<file path="src/hdl/acq_mode_defines.vh">
// Register offsets, field positions, reset values and codes of the acquisition-mode block.
// Included by the register file and the capture sequencer; definitions only.
`ifndef ACQ_MODE_DEFINES_VH
`define ACQ_MODE_DEFINES_VH

`define ADDR_W                 8
`define DATA_W                 8

`define OFF_ACQ_MODE_SELECT    8'h92
`define OFF_RES_BIN_FIELD      8'h94
`define OFF_INTEG2_HIGH        8'h9e
`define OFF_INTEG2_LOW         8'h9f
`define OFF_ACQ_STATUS         8'ha0

`define RST_ACQ_MODE_SELECT    8'h34
`define RST_RES_BIN_FIELD      8'h00
`define RST_INTEG2_HIGH        8'h00
`define RST_INTEG2_LOW         8'h00

// Acquisition mode select fields
`define DUAL_INT_BIT           2
`define READOUT_LSB            4
`define READOUT_MSB            5
`define MODSEL_LSB             6
`define MODSEL_MSB             7
`define ACQ_MODE_MASK          8'hf4

// Resolution, binning and pixel-field fields
`define COLRED_LSB             0
`define COLRED_MSB             1
`define ROWRED_LSB             2
`define ROWRED_MSB             3
`define BIN_X_BIT              4
`define BIN_Y_BIT              5
`define FIELD_MODE_BIT         7
`define RES_BIN_MASK           8'hbf
`define DUAL_FIELD_VALUE       8'h80

// Readout-count codes
`define READOUT_GRAY           2'b00
`define READOUT_DUAL_PHASE     2'b01
`define READOUT_RESERVED       2'b10
`define READOUT_FULL           2'b11

// Modulation-select codes
`define MODSEL_TOF             2'b00
`define MODSEL_GRAY            2'b11

// Column / row reduction codes
`define COLRED_NONE            2'b00
`define COLRED_HALF            2'b01
`define ROWRED_NONE            2'b00
`define ROWRED_HALF            2'b01
`define ROWRED_QUARTER         2'b10
`define ROWRED_EIGHTH          2'b11

`endif

</file>
<file path="src/hdl/acq_mode_config.v">
// Acquisition-mode configuration of a time-of-flight sensor: register file, mode decode,
// and the capture sequencer that walks correlation samples frame by frame.
// Assumes a single core_clk domain and a master that never issues read and write together.
`timescale 1ns/1ps
`include "acq_mode_defines.vh"

module acq_mode_config #(
    parameter ADDR_W = `ADDR_W,
    parameter DATA_W = `DATA_W
) (
    input  wire              core_clk,
    input  wire              resetn,
    input  wire [ADDR_W-1:0] reg_addr,
    input  wire [DATA_W-1:0] reg_wdata,
    input  wire              reg_wr,
    input  wire              reg_rd,
    output reg  [DATA_W-1:0] reg_rdata_q,
    input  wire              frame_start,
    input  wire              capture_done,
    output wire              capture_req_q,
    output wire [1:0]        sample_idx_q,
    output wire              integ_second_q,
    output wire              acq_busy_q,
    output wire              frame_done_q,
    output reg  [15:0]       integ2_length_q,
    output reg               modulation_on_q,
    output reg               grayscale_q,
    output reg               dual_mode_q,
    output reg               dual_int_active_q,
    output reg  [1:0]        column_step_q,
    output reg  [3:0]        row_step_q,
    output reg               bin_x_q,
    output reg               bin_y_q
);
    reg  [7:0] acq_mode_q;
    reg  [7:0] res_bin_q;
    reg  [7:0] integ2_high_q;
    reg  [7:0] integ2_low_q;
    reg        upper_pair_q;

    reg  [7:0] rd_mux;
    reg        dual_int_d;
    reg        modulation_on_d;
    reg        grayscale_d;
    reg  [1:0] column_step_d;
    reg  [3:0] row_step_d;
    reg  [15:0] integ2_length_d;
    reg        dual_mode_d;
    reg        bin_x_d;
    reg        bin_y_d;

    wire       wr_acq_mode = reg_wr && (reg_addr == `OFF_ACQ_MODE_SELECT);
    wire       wr_res_bin  = reg_wr && (reg_addr == `OFF_RES_BIN_FIELD);
    wire       wr_integ2_h = reg_wr && (reg_addr == `OFF_INTEG2_HIGH);
    wire       wr_integ2_l = reg_wr && (reg_addr == `OFF_INTEG2_LOW);

    wire [1:0] readout_code = acq_mode_q[`READOUT_MSB:`READOUT_LSB];
    wire [1:0] modsel_code  = acq_mode_q[`MODSEL_MSB:`MODSEL_LSB];
    wire [1:0] colred_code  = res_bin_q[`COLRED_MSB:`COLRED_LSB];
    wire [1:0] rowred_code  = res_bin_q[`ROWRED_MSB:`ROWRED_LSB];

    // Status: bit0 busy, bits2:1 sample index, bit3 second integration, bit4 upper pair
    wire [7:0] status_word  = {3'b000, upper_pair_q, integ_second_q, sample_idx_q, acq_busy_q};
    // Pair flips only after a dual-phase frame; other modes leave the choice alone
    wire       pair_flip    = frame_done_q && (readout_code == `READOUT_DUAL_PHASE);

    // Mode select; reserved bits are not stored and read back as zero
    always @(posedge core_clk) begin
        if (!resetn) begin
            acq_mode_q <= `RST_ACQ_MODE_SELECT;
        end else if (wr_acq_mode) begin
            acq_mode_q <= reg_wdata & `ACQ_MODE_MASK;
        end
    end

    // Resolution, binning and pixel-field mode; bit 6 is not stored
    always @(posedge core_clk) begin
        if (!resetn) begin
            res_bin_q <= `RST_RES_BIN_FIELD;
        end else if (wr_res_bin) begin
            res_bin_q <= reg_wdata & `RES_BIN_MASK;
        end
    end

    // Second integration length; halves written apart, so software updates it between frames
    always @(posedge core_clk) begin
        if (!resetn) begin
            integ2_high_q <= `RST_INTEG2_HIGH;
            integ2_low_q  <= `RST_INTEG2_LOW;
        end else begin
            if (wr_integ2_h) begin
                integ2_high_q <= reg_wdata;
            end
            if (wr_integ2_l) begin
                integ2_low_q <= reg_wdata;
            end
        end
    end

    // Read mux; unmapped addresses answer zero
    always @* begin
        case (reg_addr)
            `OFF_ACQ_MODE_SELECT: rd_mux = acq_mode_q;
            `OFF_RES_BIN_FIELD:   rd_mux = res_bin_q;
            `OFF_INTEG2_HIGH:     rd_mux = integ2_high_q;
            `OFF_INTEG2_LOW:      rd_mux = integ2_low_q;
            `OFF_ACQ_STATUS:      rd_mux = status_word;
            default:              rd_mux = 8'h00;
        endcase
    end

    // Read data stand only in the cycle after the strobe
    always @(posedge core_clk) begin
        if (!resetn) begin
            reg_rdata_q <= 8'h00;
        end else if (reg_rd) begin
            reg_rdata_q <= rd_mux;
        end else begin
            reg_rdata_q <= 8'h00;
        end
    end

    // Mode decode
    always @* begin
        // Exact match: any reduction or binning bit keeps single integration
        dual_int_d = acq_mode_q[`DUAL_INT_BIT] && (res_bin_q == `DUAL_FIELD_VALUE);
        integ2_length_d = {integ2_high_q, integ2_low_q};
        case (modsel_code)
            `MODSEL_TOF: begin
                modulation_on_d = 1'b1;
                grayscale_d     = 1'b0;
            end
            `MODSEL_GRAY: begin
                modulation_on_d = 1'b0;
                grayscale_d     = 1'b1;
            end
            default: begin
                // Reserved codes: illumination held off as the safe state
                modulation_on_d = 1'b0;
                grayscale_d     = 1'b1;
            end
        endcase
    end

    // Resolution, binning and pixel-field decode
    always @* begin
        dual_mode_d = res_bin_q[`FIELD_MODE_BIT];
        case (colred_code)
            `COLRED_NONE: column_step_d = 2'd1;
            `COLRED_HALF: column_step_d = 2'd2;
            default:      column_step_d = 2'd1;
        endcase
        case (rowred_code)
            `ROWRED_NONE:    row_step_d = 4'd1;
            `ROWRED_HALF:    row_step_d = 4'd2;
            `ROWRED_QUARTER: row_step_d = 4'd4;
            `ROWRED_EIGHTH:  row_step_d = 4'd8;
            default:         row_step_d = 4'd1;
        endcase
        // Binning needs a matching reduction and is barred in the dual modes
        bin_x_d = res_bin_q[`BIN_X_BIT] && (colred_code != `COLRED_NONE) && !dual_mode_d;
        bin_y_d = res_bin_q[`BIN_Y_BIT] && (rowred_code != `ROWRED_NONE) && !dual_mode_d;
    end

    // Registered configuration outputs
    always @(posedge core_clk) begin
        if (!resetn) begin
            integ2_length_q   <= 16'h0000;
            modulation_on_q   <= 1'b0;
            grayscale_q       <= 1'b0;
            dual_mode_q       <= 1'b0;
            dual_int_active_q <= 1'b0;
            column_step_q     <= 2'd1;
            row_step_q        <= 4'd1;
            bin_x_q           <= 1'b0;
            bin_y_q           <= 1'b0;
        end else begin
            integ2_length_q   <= integ2_length_d;
            modulation_on_q   <= modulation_on_d;
            grayscale_q       <= grayscale_d;
            dual_mode_q       <= dual_mode_d;
            dual_int_active_q <= dual_int_d;
            column_step_q     <= column_step_d;
            row_step_q        <= row_step_d;
            bin_x_q           <= bin_x_d;
            bin_y_q           <= bin_y_d;
        end
    end

    // Dual phase alternates the sample pair from one frame to the next
    always @(posedge core_clk) begin
        if (!resetn) begin
            upper_pair_q <= 1'b0;
        end else if (pair_flip) begin
            upper_pair_q <= ~upper_pair_q;
        end
    end

    capture_sequencer u_capture_sequencer (
        .core_clk       (core_clk),
        .resetn         (resetn),
        .frame_start    (frame_start),
        .capture_done   (capture_done),
        .readout_code   (readout_code),
        .dual_int       (dual_int_d),
        .upper_pair     (upper_pair_q),
        .capture_req_q  (capture_req_q),
        .sample_idx_q   (sample_idx_q),
        .integ_second_q (integ_second_q),
        .busy_q         (acq_busy_q),
        .frame_done_q   (frame_done_q)
    );
endmodule // acq_mode_config

</file>
<file path="src/hdl/capture_sequencer.v">
// Capture sequencer: walks the correlation samples of one frame, once or twice each.
// Assumes frame_start and capture_done are one-cycle pulses synchronous to core_clk.
`timescale 1ns/1ps
`include "acq_mode_defines.vh"

module capture_sequencer (
    input  wire       core_clk,
    input  wire       resetn,
    input  wire       frame_start,
    input  wire       capture_done,
    input  wire [1:0] readout_code,
    input  wire       dual_int,
    input  wire       upper_pair,
    output reg        capture_req_q,
    output reg  [1:0] sample_idx_q,
    output reg        integ_second_q,
    output reg        busy_q,
    output reg        frame_done_q
);
    localparam [1:0] ST_IDLE  = 2'd0;
    localparam [1:0] ST_ISSUE = 2'd1;
    localparam [1:0] ST_WAIT  = 2'd2;

    reg  [1:0] state_q;
    reg  [1:0] last_idx_q;
    reg        dual_q;
    reg  [1:0] first_idx;
    reg  [1:0] last_idx;

    // Sample span of the frame from the readout-count code
    always @* begin
        first_idx = 2'd0;
        last_idx  = 2'd0;
        case (readout_code)
            `READOUT_GRAY: begin
                first_idx = 2'd0;
                last_idx  = 2'd0;
            end
            `READOUT_DUAL_PHASE: begin
                first_idx = upper_pair ? 2'd2 : 2'd0;
                last_idx  = upper_pair ? 2'd3 : 2'd1;
            end
            `READOUT_FULL: begin
                first_idx = 2'd0;
                last_idx  = 2'd3;
            end
            default: begin
                // Reserved code falls back to a single sample
                first_idx = 2'd0;
                last_idx  = 2'd0;
            end
        endcase
    end

    always @(posedge core_clk) begin
        if (!resetn) begin
            state_q        <= ST_IDLE;
            last_idx_q     <= 2'd0;
            dual_q         <= 1'b0;
            capture_req_q  <= 1'b0;
            sample_idx_q   <= 2'd0;
            integ_second_q <= 1'b0;
            busy_q         <= 1'b0;
            frame_done_q   <= 1'b0;
        end else begin
            capture_req_q <= 1'b0;
            frame_done_q  <= 1'b0;
            case (state_q)
                ST_IDLE: begin
                    // Mode latched here so writes mid-frame cannot tear a frame
                    if (frame_start) begin
                        sample_idx_q   <= first_idx;
                        last_idx_q     <= last_idx;
                        dual_q         <= dual_int;
                        integ_second_q <= 1'b0;
                        busy_q         <= 1'b1;
                        state_q        <= ST_ISSUE;
                    end
                end
                ST_ISSUE: begin
                    capture_req_q <= 1'b1;
                    state_q       <= ST_WAIT;
                end
                ST_WAIT: begin
                    if (capture_done) begin
                        if (dual_q && !integ_second_q) begin
                            integ_second_q <= 1'b1;
                            state_q        <= ST_ISSUE;
                        end else if (sample_idx_q != last_idx_q) begin
                            sample_idx_q   <= sample_idx_q + 2'd1;
                            integ_second_q <= 1'b0;
                            state_q        <= ST_ISSUE;
                        end else begin
                            integ_second_q <= 1'b0;
                            busy_q         <= 1'b0;
                            frame_done_q   <= 1'b1;
                            state_q        <= ST_IDLE;
                        end
                    end
                end
                default: begin
                    state_q <= ST_IDLE;
                    busy_q  <= 1'b0;
                end
            endcase
        end
    end
endmodule // capture_sequencer

</file>
<file path="config.mk">
export PLATFORM = sky130hd
export DESIGN_NAME = acq_mode_config
export DESIGN_NICKNAME = d
export VERILOG_FILES = /design/src/hdl/acq_mode_config.v /design/src/hdl/capture_sequencer.v
export VERILOG_INCLUDE_DIRS = /design/src /design/src/hdl
export SDC_FILE = /design/constraint.sdc
export NUM_CORES = 1
export LEC_CHECK = 0
export ABC_CLOCK_PERIOD_IN_PS = 3700
export BUFFER_PORTS_ARGS = -buffer_cell sky130_fd_sc_hd__buf_2
export CORE_MARGIN = 3
export CORE_UTILIZATION = 50
export DETAILED_ROUTE_END_ITERATION = 6
export PLACE_DENSITY = 0.74
export SYNTH_ARGS = -nofsm -noshare
export SYNTH_HDL_FRONTEND = slang
export SYNTH_HIERARCHICAL = 1
export SYNTH_SLANG_ARGS = --single-unit
</file>
<file path="constraint.sdc">
create_clock -name core_clk -period 3.7 [get_ports core_clk]
set_input_delay 0.185 -clock core_clk [delete_from_list [all_inputs] [get_ports core_clk]]
set_output_delay 0.185 -clock core_clk [all_outputs]
set_load 0.02 [all_outputs]
</file>
==> results.md <==
- Achievable frequency: 609 MHz
- Average size of a mapped cell: 10.3 sq um
- Crit path largest cell delay: 450 ps
- Setup CP Type: primary input to flop
- Ys Warns: 6
- Total CTS buffers: 9
- Worst path arrival time: 1900 ps
- CP delay by family, top: simple AND/OR/NAND/NOR gates
- Commonest non-fill, non-tap cell in the layout: dfxtp_1
- Worst slack, placed: 1700 ps
- Pwr Density: 421 nW/um^2
- CP required: 3960 ps
- Clock latency on the worst-skew pair: 350 ps
- Vias in the first global route: 2434
- Vias per cell: 5.46
- Status: finished clean
- Maximum VDD drop: 302 uV
- Post-DP HPWL: 5.24 mm
- Final setup violation count: 0
- Routed WL per cell: 16.3 um
- First-pass DRT Iterations: 4
- Worst min path class: primary input to flop
- Max transition margin: just over 60%
- Min Tclk post-route: about 1600 ps
- Final net count: 390
- Final worst setup slack: 2060 ps
- Unrepaired setup endpoints after global routing: no
- First-pass GRT wire length: ~12 mm
- CP max FO: 70
- Number of buffers and inverters on the critical path: 2
- Crit path cell chain: buf_2, buf_4, nand4b_1, nor4_4, a32oi_1, a211oi_2
- #FFs+latches synth: 76
- CTS tree: yes
- Register area share after synthesis: 47.9%
- Die area: 7340 sq um
- Iteration-0 DRC Markers: between 100 and 150
- Post-CTS Setup Inserts: 0
- Core area: 6030 sq um
- Syn_nets: 329
- Ys async rst share: 0%
- All-layer global routing usage: about a fifth
- WHS: 113 ps
- Max-slew violation count: 0
- Clk root buf: clkbuf_8
- Die W: 85.7 um
- Worst Tran Pin Value: 578 ps
- CP max-delay cell: nand4b_1
- Largest net degree at the start of global routing: 71
- Commonest non-fill, non-tap cells in the layout: 76 x dfxtp_1, 63 x buf_2, 31 x mux2i_1
- Type of element launching the critical path: primary input
- Final period util: 44.4%
- Leakage: 1.68 nW
- Post-synth EDFFs: 0
- Fin. Hold Viols: 0
- Clock Sinks: 76
- Reg2reg setup slack: 2210 ps
- Port buffer count: 63
- Max-Cap Viols: 0
- Synth unique cells: 56
- # diodes: 0
- Remaining antenna violation count: 0
- H-tree depth: 3
- # rows: 28
- I/O Pins: 64
- Initial Utilization: 52.7%
- CP Capture Type: flop
- Proportion of layout cells with a drive suffix above 1: 25.7%
- Final GP Congestion: 0.879
- Post-CTS Hold Fix Bufs: 0
- Post-cts repair resize count: 0
- Total power: ~1.6 mW
- Filler cells: 538
- Syn Std Cell Area: 3170 sq um
- Die H: around 86 um
- Remaining DRCs: 0
- Initial antenna violation count: 0
- Clock Skew: just under 10 ps
- Mapped Cells: between 300 and 400
- Clk slew on worst S/H paths: approximately 80 ps
- Post-detailed-routing wire length: about 7.3 mm
- Total gr overflow: 0
- CTS Buffer Depth: 2
- Final setup TNS: 0 ps
- Area Overhead vs Synth: 16.8%
- Vias: 2447
- Ys flop type: dfxtp_1
cells by family (layout without fill, tap and decap cells):
kind of cell / Yosys count / in the layout / synth area share, %
AO/OA/AOI/OAI: 41 / 41 / 9.70
XOR/XNOR: 3 / 3 / 0.828
buffers and inverters: 20 / 86 / 3.27
flip-flops: 76 / 76 / 47.9
multiplexers: 33 / 33 / 10.5
AND/OR/NAND/NOR: 134 / 134 / 27.8
layer usage:
layer  vias up  wire [um]  GRT usage [%]
li1       1211          -              -
met1      1140       3310           27.1
met2        88       3300           33.0
met3         8        588           6.72
met4         0        101           7.34
met5         -          0              0
worst register-to-register path, delay by kind of cell, from the launching register on:
family | cells | cell delay [ps]
compound gates | 1 | 240
flops | 1 | 520
simple gates | 3 | 640
cell type report:
| class | count | area, sq um | share of cell area [%] |
|---|---|---|---|
| Tap cell | 75 | 93.8 | 2.53 |
| Multi-Input combinational cell | 211 | 1550 | 41.7 |
| Inverter | 6 | 22.5 | 0.607 |
| Timing Repair Buffer | 64 | 323 | 8.71 |
| Sequential cell | 76 | 1520 | 41.0 |
| Clock buffer | 9 | 124 | 3.34 |
| Clock inverter | 7 | 75.1 | 2.02 |
sequential cells by signal (all words and copies together) (netlist names), 2 cells and up:
signal / flops
integ2_low_q: 8
acq_mode_q: 5
row_step_q: 4
column_step_q: 2
integ2_high_q: 8
res_bin_q: 7
reg_rdata_q: 8
u_capture_sequencer/sample_idx_q: 2
integ2_length_q: 16
u_capture_sequencer/state_q: 2
u_capture_sequencer/last_idx_q: 2
synthesized netlist by cell type (all sizes together) (6+ instances only):
master | number | area (sq um)
o21ai | 9 | 45.0
and3 | 12 | 75.1
dfxtp | 76 | 1520
mux2i | 31 | 310
and2 | 24 | 153
nor2b | 30 | 188
inv | 6 | 22.5
nor2 | 11 | 48.8
a21oi | 6 | 30.0
nand3 | 6 | 40.0
buf | 7 | 55.1
clkbuf | 7 | 26.3
nand2 | 16 | 60.1
report_power, final:
part / total [mW] / internal (mW) / switching [mW]
sequential: 0.833 / 0.824 / 0.00944
combinational: 0.0996 / 0.0398 / 0.0598
clock: 0.628 / 0.313 / 0.315
total: 1.56 / 1.18 / 0.384
per-stage QoR:
| step | std cells | utilization [%] | area, sq um |
|---|---|---|---|
| 2_1_floorplan | 307 | - | 3170 |
| 3_3_place_gp | 432 | 58.2 | 3510 |
| 3_5_place_dp | 432 | 58.2 | 3510 |
| 4_1_cts | 448 | 61.5 | 3710 |
| 5_1_grt | 448 | 61.5 | 3710 |
| 6_report | 448 | 61.5 | 3710 |
worst paths after layout:
check                                                   start                                                to  depth (start not counted)
setup reg to reg  u_capture_sequencer/state_q[1]$_SDFFE_PN0P_  u_capture_sequencer/sample_idx_q[1]$_SDFFE_PN0P_                          4
hold / removal                                   reg_wdata[5]                        acq_mode_q[5]$_SDFFE_PN1P_                          3
hold reg to reg                    acq_mode_q[6]$_SDFFE_PN0P_                        modulation_on_q$_SDFF_PN0_                          1
setup / recovery                                       resetn                         reg_rdata_q[0]$_SDFF_PN0_                          6
Power figures use the tool's default switching activity.
